### config.mk
export PLATFORM = sky130hd
export DESIGN_NAME = fwp_top
export DESIGN_NICKNAME = d
export VERILOG_FILES = /design/src/core/fwp_pkg.sv /design/src/core/fwp_top.sv
export VERILOG_INCLUDE_DIRS = /design/src /design/src/core
export SDC_FILE = /design/constraint.sdc
export NUM_CORES = 1
export LEC_CHECK = 0
export ABC_AREA = 1
export BUFFER_PORTS_ARGS = -buffer_cell sky130_fd_sc_hd__buf_2
export CAP_MARGIN = 20
export CORE_MARGIN = 10
export CORE_UTILIZATION = 48
export CTS_CLUSTER_DIAMETER = 50
export CTS_CLUSTER_SIZE = 28
export DETAILED_ROUTE_END_ITERATION = 10
export PLACE_DENSITY = 0.92
export SLEW_MARGIN = 30
export SYNTH_ARGS = -nofsm -noshare
export SYNTH_HDL_FRONTEND = slang
export SYNTH_SLANG_ARGS = --single-unit
### constraint.sdc
create_clock -name hclk -period 3.7 [get_ports hclk]
set_clock_uncertainty 0.1 [all_clocks]
set_input_delay 0.37 -clock hclk [delete_from_list [all_inputs] [get_ports hclk]]
set_output_delay 0.37 -clock hclk [all_outputs]
set_load 0.03 [all_outputs]
### src/core/fwp_consts.svh
// Offsets, field positions and erased values of the write-lock bytes.
`ifndef FWP_CONSTS_SVH
`define FWP_CONSTS_SVH
`define FWP_OFS_LOW      24'h30000a
`define FWP_OFS_HIGH     24'h30000b
// The lock byte offsets are word indices: each byte has a word of its own.
`define FWP_ADDR_LOW     (`FWP_OFS_LOW << 2)
`define FWP_ADDR_HIGH    (`FWP_OFS_HIGH << 2)
`define FWP_OFS_CTRL     24'h300100
`define FWP_OFS_STAT     24'h300104
`define FWP_LOW_MASK     8'h0f
`define FWP_HIGH_MASK    8'he0
`define FWP_ERASED       8'hff
`define FWP_BIT_EEPROM   7
`define FWP_BIT_BOOT     6
`define FWP_BIT_CONFIG   5
`define FWP_BOOT_LAST    24'h0001ff
`define FWP_BLK0_LAST    24'h001fff
`define FWP_BLK1_LAST    24'h003fff
`define FWP_BLK2_LAST    24'h005fff
`define FWP_BLK3_LAST    24'h007fff
`define FWP_HTRANS_NSEQ  2'h2
`define FWP_HSIZE_WORD   3'h2
`endif

### src/core/fwp_pkg.sv
// Types shared by the write-lock configuration block.
package fwp_pkg;
    typedef enum logic [1:0] {
        FWP_IDLE = 2'b01,
        FWP_DATA = 2'b10
    } fwp_state_e;

    typedef struct packed {
        logic [23:0] addr;
        logic        write;
        logic        valid;
    } fwp_req_s;

    typedef struct packed {
        logic [23:0] addr;
        logic        eeprom;
        logic        config_area;
        logic        user_mode;
        logic        valid;
    } fwp_chk_s;
endpackage

### src/core/fwp_top.sv
// Write-lock configuration bytes, region checker and AHB-Lite slave.
//
// Functional notes
// - Low byte bit 3 blocks self-writes to block 3 when 0, allows at 1.
// - Block 2 spans 004000h-005FFFh, guarded by low byte bit 2.
// - Block 1 spans 002000h-003FFFh, guarded by low byte bit 1.
// - Block 0 spans 000200h-001FFFh, guarded by low byte bit 0.
// - Boot block spans 000000h-0001FFh, guarded by the boot lock bit.
// - High byte bit 7 at 0 blocks data EEPROM writes.
// - High byte bit 6 at 0 blocks boot block writes.
// - Low bits 7-4 and high bits 4-0 always read zero.
// - Implemented bits read 1 when erased and may only be cleared.
// - Bits cleared over the bus hold until a reset, which reloads nv_low and nv_high.
//
// Chosen here: register access over AHB-Lite.
`timescale 1ns/1ps
`include "fwp_consts.svh"
module fwp_top (
    // Clock and reset.
    input  wire logic             hclk,
    input  wire logic             hresetn,
    // Nonvolatile image, sampled after reset release.
    input  wire logic [7:0]       nv_low,
    input  wire logic [7:0]       nv_high,
    // AHB-Lite slave.
    input  wire logic             hsel,
    input  wire logic [31:0]      haddr,
    input  wire logic [1:0]       htrans,
    input  wire logic             hwrite,
    input  wire logic [2:0]       hsize,
    input  wire logic [31:0]      hwdata,
    input  wire logic             hready,
    output logic      [31:0]      hrdata,
    output logic                  hreadyout,
    output logic                  hresp,
    // Self-write check from the on-chip write logic.
    input  wire fwp_pkg::fwp_chk_s chk,
    output logic                  chk_allow,
    output logic                  chk_deny
);
    // ------------------------------------------------------------
    // Lock bytes
    // ------------------------------------------------------------
    // The bytes come up erased and take the nonvolatile image one cycle
    // after reset release, so a reset never disturbs programmed values.
    logic [7:0]  low_q, low_d, high_q, high_d;
    logic        loaded_q, loaded_d;
    logic        user_q, user_d;
    logic        stat_deny_q, stat_deny_d;
    logic [31:0] rdata_d;
    logic        allow_d, deny_d;
    fwp_pkg::fwp_state_e state_q, state_d;
    fwp_pkg::fwp_req_s   req_q, req_d;
    logic        region_ok;
    logic [3:0]  blk_hit;
    logic        boot_hit;

    // ------------------------------------------------------------
    // Region decode
    // ------------------------------------------------------------
    logic [23:0] blk_last [4];
    assign blk_last[0] = `FWP_BLK0_LAST;
    assign blk_last[1] = `FWP_BLK1_LAST;
    assign blk_last[2] = `FWP_BLK2_LAST;
    assign blk_last[3] = `FWP_BLK3_LAST;
    assign boot_hit = chk.addr <= `FWP_BOOT_LAST;

    genvar gi;
    generate
        for (gi = 0; gi < 4; gi++) begin : g_blk
            if (gi == 0) begin : g_first
                assign blk_hit[gi] = !boot_hit &&
                                     chk.addr <= blk_last[gi];
            end else begin : g_rest
                assign blk_hit[gi] = chk.addr > blk_last[gi-1] &&
                                     chk.addr <= blk_last[gi];
            end
        end
    endgenerate

    always_comb begin
        region_ok = 1'b1;
        if (chk.eeprom) begin
            region_ok = high_q[`FWP_BIT_EEPROM];
        end else if (chk.config_area) begin
            region_ok = high_q[`FWP_BIT_CONFIG];
        end else if (boot_hit) begin
            region_ok = high_q[`FWP_BIT_BOOT];
        end else begin
            region_ok = ((blk_hit & low_q[3:0]) != 4'h0) ||
                        (blk_hit == 4'h0);
        end
    end

    // ------------------------------------------------------------
    // Bus slave and lock state
    // ------------------------------------------------------------
    logic take;
    logic [23:0] word_ofs;
    assign take = hsel && hready && htrans == `FWP_HTRANS_NSEQ &&
                  hsize == `FWP_HSIZE_WORD;
    assign word_ofs = req_q.addr;

    always_comb begin
        low_d       = low_q;
        high_d      = high_q;
        loaded_d    = 1'b1;
        user_d      = user_q;
        stat_deny_d = stat_deny_q;
        rdata_d     = 32'h0000_0000;
        state_d     = fwp_pkg::FWP_IDLE;
        req_d       = '0;
        allow_d     = chk.valid && region_ok;
        deny_d      = chk.valid && !region_ok;
        if (!loaded_q) begin
            low_d  = nv_low & `FWP_LOW_MASK;
            high_d = nv_high & `FWP_HIGH_MASK;
        end
        if (chk.valid && !region_ok) begin
            stat_deny_d = 1'b1;
        end
        if (take) begin
            state_d = fwp_pkg::FWP_DATA;
            req_d   = '{addr: haddr[23:0], write: hwrite, valid: 1'b1};
            if (!hwrite) begin
                case (haddr[23:0])
                    `FWP_ADDR_LOW:  rdata_d = {24'h000000, low_q};
                    `FWP_ADDR_HIGH: rdata_d = {24'h000000, high_q};
                    `FWP_OFS_CTRL:  rdata_d = {31'h0, user_q};
                    `FWP_OFS_STAT:  rdata_d = {31'h0, stat_deny_q};
                    default:        rdata_d = 32'h0000_0000;
                endcase
            end
        end
        if (state_q == fwp_pkg::FWP_DATA && req_q.write) begin
            case (word_ofs)
                `FWP_ADDR_LOW: begin
                    // Bits may only go from 1 to 0.
                    low_d = low_q & (hwdata[7:0] | ~`FWP_LOW_MASK);
                end
                `FWP_ADDR_HIGH: begin
                    high_d = high_q &
                             (hwdata[7:0] | ~`FWP_HIGH_MASK);
                    if (user_q) begin
                        high_d[`FWP_BIT_CONFIG] =
                            high_q[`FWP_BIT_CONFIG];
                    end
                end
                `FWP_OFS_CTRL: user_d = user_q | hwdata[0];
                `FWP_OFS_STAT: begin
                    if (hwdata[0]) begin
                        stat_deny_d = chk.valid && !region_ok;
                    end
                end
                default: ;
            endcase
        end
    end

    always_ff @(posedge hclk or negedge hresetn) begin
        if (!hresetn) begin
            low_q       <= `FWP_ERASED & `FWP_LOW_MASK;
            high_q      <= `FWP_ERASED & `FWP_HIGH_MASK;
            loaded_q    <= 1'b0;
            user_q      <= 1'b0;
            stat_deny_q <= 1'b0;
            state_q     <= fwp_pkg::FWP_IDLE;
            req_q       <= '0;
        end else begin
            low_q       <= low_d;
            high_q      <= high_d;
            loaded_q    <= loaded_d;
            user_q      <= user_d;
            stat_deny_q <= stat_deny_d;
            state_q     <= state_d;
            req_q       <= req_d;
        end
    end

    always_ff @(posedge hclk or negedge hresetn) begin
        if (!hresetn) begin
            hrdata    <= 32'h0000_0000;
            hreadyout <= 1'b1;
            hresp     <= 1'b0;
            chk_allow <= 1'b0;
            chk_deny  <= 1'b0;
        end else begin
            hrdata    <= rdata_d;
            hreadyout <= 1'b1;
            hresp     <= 1'b0;
            chk_allow <= allow_d;
            chk_deny  <= deny_d;
        end
    end
endmodule

==> impl_metrics.tcl <==
set metrics [dict create \
    cp-start-kind "input port" \
    required_ns 3.85 \
    grt_antenna_before_repair 0 \
    tritoncts "yes" \
    root_buffer "clkbuf_8" \
    synth.distinct_cells 26 \
    grt_pass1_wl_mm 11.1 \
    rows 28 \
    die_y_um 97.2 \
    globalplace.congestion 0.870 \
    die_w_um 97.2 \
    drt-initial-drc-count 128 \
    cts.path.max_buffers 2 \
    drtAntennaViolNets 0 \
    grt.overflow.total 0 \
    drt-total-wl_mm 6.67 \
    fin_ws_ns 2.02 \
    wl_per_cell_um 12.5 \
    path_class "in2reg" \
    fin_nets 574 \
    tns_ns 0 \
    grt_max_degree 52 \
    synth_top_cell_by_area "dfrtp_1" \
    design_area_um2 3320 \
    place_area_um2 3210 \
    num_antenna_cells 0 \
    endpoint_kind "flop" \
    ys_seq_area_frac 0.494 \
    port-buffer-count 75 \
    slew_viol_final 0 \
    post_cts_resize_count 0 \
    period_share 0.455 \
    remaining_drc_errors 0 \
    stdcell_count 532 \
    drive_gt1_frac 0.228 \
    start_util 0.489 \
    syn_inst 377 \
    clock.fmax_ghz 0.595 \
    cap_violations 0 \
    area_growth_pct 16.1 \
    status "finished, final reports clean" \
    synth_seq_cells 56 \
    dp_cells 523 \
    dieArea_um2 9440 \
    dr_total_vias 2392 \
    synth_area_leaders "dfrtp_1, nand2_1, nor2_1" \
    synth_top_area_share 0.420 \
    worstSkewPairLatency_ns 0.31 \
    core_um2 5850 \
    hpwlAfterDp_mm 5.38 \
    path_clk_slew_ns 0.10 \
    viasPerCell 4.50 \
    grt_usage 0.141 \
    setup_viol 0 \
    hold_path.class "in2reg" \
    worst_slew_pin_slew_ns 0.867 \
    place_ws_ns 1.67 \
    syn-cell-area_um2 2860 \
    p_leak_nw 1.91 \
    grt_pass1_vias 2433 \
    critical_path_arrival_ns 1.83 \
    ys.warnings.count 0 \
    powerDensity_nw_per_um2 341 \
    ios 154 \
    slew_headroom 0.421 \
    cts_buffers 5 \
    peakVddDrop_mv 0.263 \
    cts.sinks 56 \
    hold_viol 0 \
    crit_path_max_fanout 27 \
    drtPass1Iterations 4 \
    cts-htree-levels 2 \
    syn_avg_cell_area_um2 7.58 \
    rsz0062_at_grt "false" \
    period_minus_slack_ns 1.68 \
]
cell usage after synthesis, drive strengths merged:
cell type,count
clkbuf,2
nor3,6
dfstp,8
dfrtp,48
a21oi,5
nand4,2
inv,68
nor2,80
nand3b,3
and2,1
nor3b,2
conb,2
buf,28
nand3,31
nand2,79
a31oi,1
o21ai,11
layer usage:
| layer | global-route usage | routed length [um] | share of wire |
|---|---|---|---|
| met1 | 0.170 | 2770 | 0.42 |
| met2 | 0.229 | 3220 | 0.48 |
| met3 | 0.0491 | 582 | 0.087 |
| met4 | 0.0443 | 91 | 0.014 |
| met5 | 0 | 0 | 0 |
placed cells by master, fill, tap and decap left out:
master / Yosys / final
clkinvlp_4: 0 / 2
dfstp_2: 8 / 8
buf_4: 26 / 2
nor2_2: 4 / 4
buf_2: 1 / 74
and2_0: 1 / 1
inv_2: 4 / 4
o21ai_1: 4 / 4
a31oi_1: 1 / 1
nor2_8: 1 / 1
nor2_1: 74 / 74
dlygate4sd3_1: 0 / 1
nor3b_1: 2 / 2
dfrtp_1: 48 / 48
nand4_1: 2 / 2
a21oi_1: 5 / 5
clkbuf_8: 0 / 6
nand2_1: 78 / 78
nand3_2: 1 / 1
nand2_2: 1 / 1
o21ai_0: 7 / 7
nand3b_1: 3 / 3
inv_1: 64 / 64
nand3_1: 30 / 30
nor2_4: 1 / 1
nor3_1: 6 / 6
conb_1: 2 / 27
kinds of logic after synthesis:
group                  share of synthesized area
AO/OA/AOI/OAI                             0.0302
buffers and inverters                      0.166
flip-flops                                 0.494
other                                    0.00263
AND/OR/NAND/NOR                            0.308
sequential cells by signal (all words and copies together) (netlist names):
register     flops
high_q           8
state_q          2
req_q            1
chk_deny         1
loaded_q         1
word_ofs        24
hrdata           8
low_q            8
chk_allow        1
stat_deny_q      1
user_q           1
worst max-delay path, cell delays in order:
cell and delay [ns]:
buf_2 0.10, inv_1 0.04, nand2_1 0.04, nor3b_1 0.19
nand2_1 0.53, inv_2 0.24, nand3_2 0.18, nor2_1 0.14
power by group:
| group | switching, mW | internal (mW) |
|---|---|---|
| Combinational | 0.101 | 0.0460 |
| Clock | 0.198 | 0.152 |
| Sequential | 0.00846 | 0.627 |
stage by stage:
stage / hold slack, ns / total power, mW / util
finish: 0.167 / 1.13 / 0.568
global route: 0.149 / 1.18 / 0.568
CTS: 0.157 / 1.14 / 0.568
detailed placement: 0.325 / 0.792 / 0.549
global placement: 0.374 / 0.787 / 0.549
floorplan: -0.0256 / 0.748 / -
what timing repair did:
item                                    in CTS  in global routing
hold buffers                                 1                  0
endpoints found under the setup margin       0                  0
buffers inserted                             0                  0
hold endpoints to repair                    42                  0
final timing paths:
kind	to	slack [ns]	from	cells past startpoint
worst min-delay path	word_ofs[4]	0.17	haddr[4]	3
worst min register to register	low_q[6]	0.40	low_q[6]	2
max in group asynchronous	hrdata[1]	2.46	hresetn	3
min in group asynchronous	word_ofs[17]	0.50	hresetn	2
worst max-delay path	hrdata[5]	2.02	htrans[0]	8
worst max register to register	high_q[4]	2.12	word_ofs[8]	9
layout make-up:
cell class | count | area [um^2]
tap | 75 | 93.8
fill | 552 | 2530
sequential | 56 | 1410
clock buffer | 6 | 82.6
inverter | 68 | 255
multi-input combinational | 248 | 1070
clock inverter | 2 | 15.0
timing repair buffer | 77 | 395
Power figures use the tool's default switching activity.
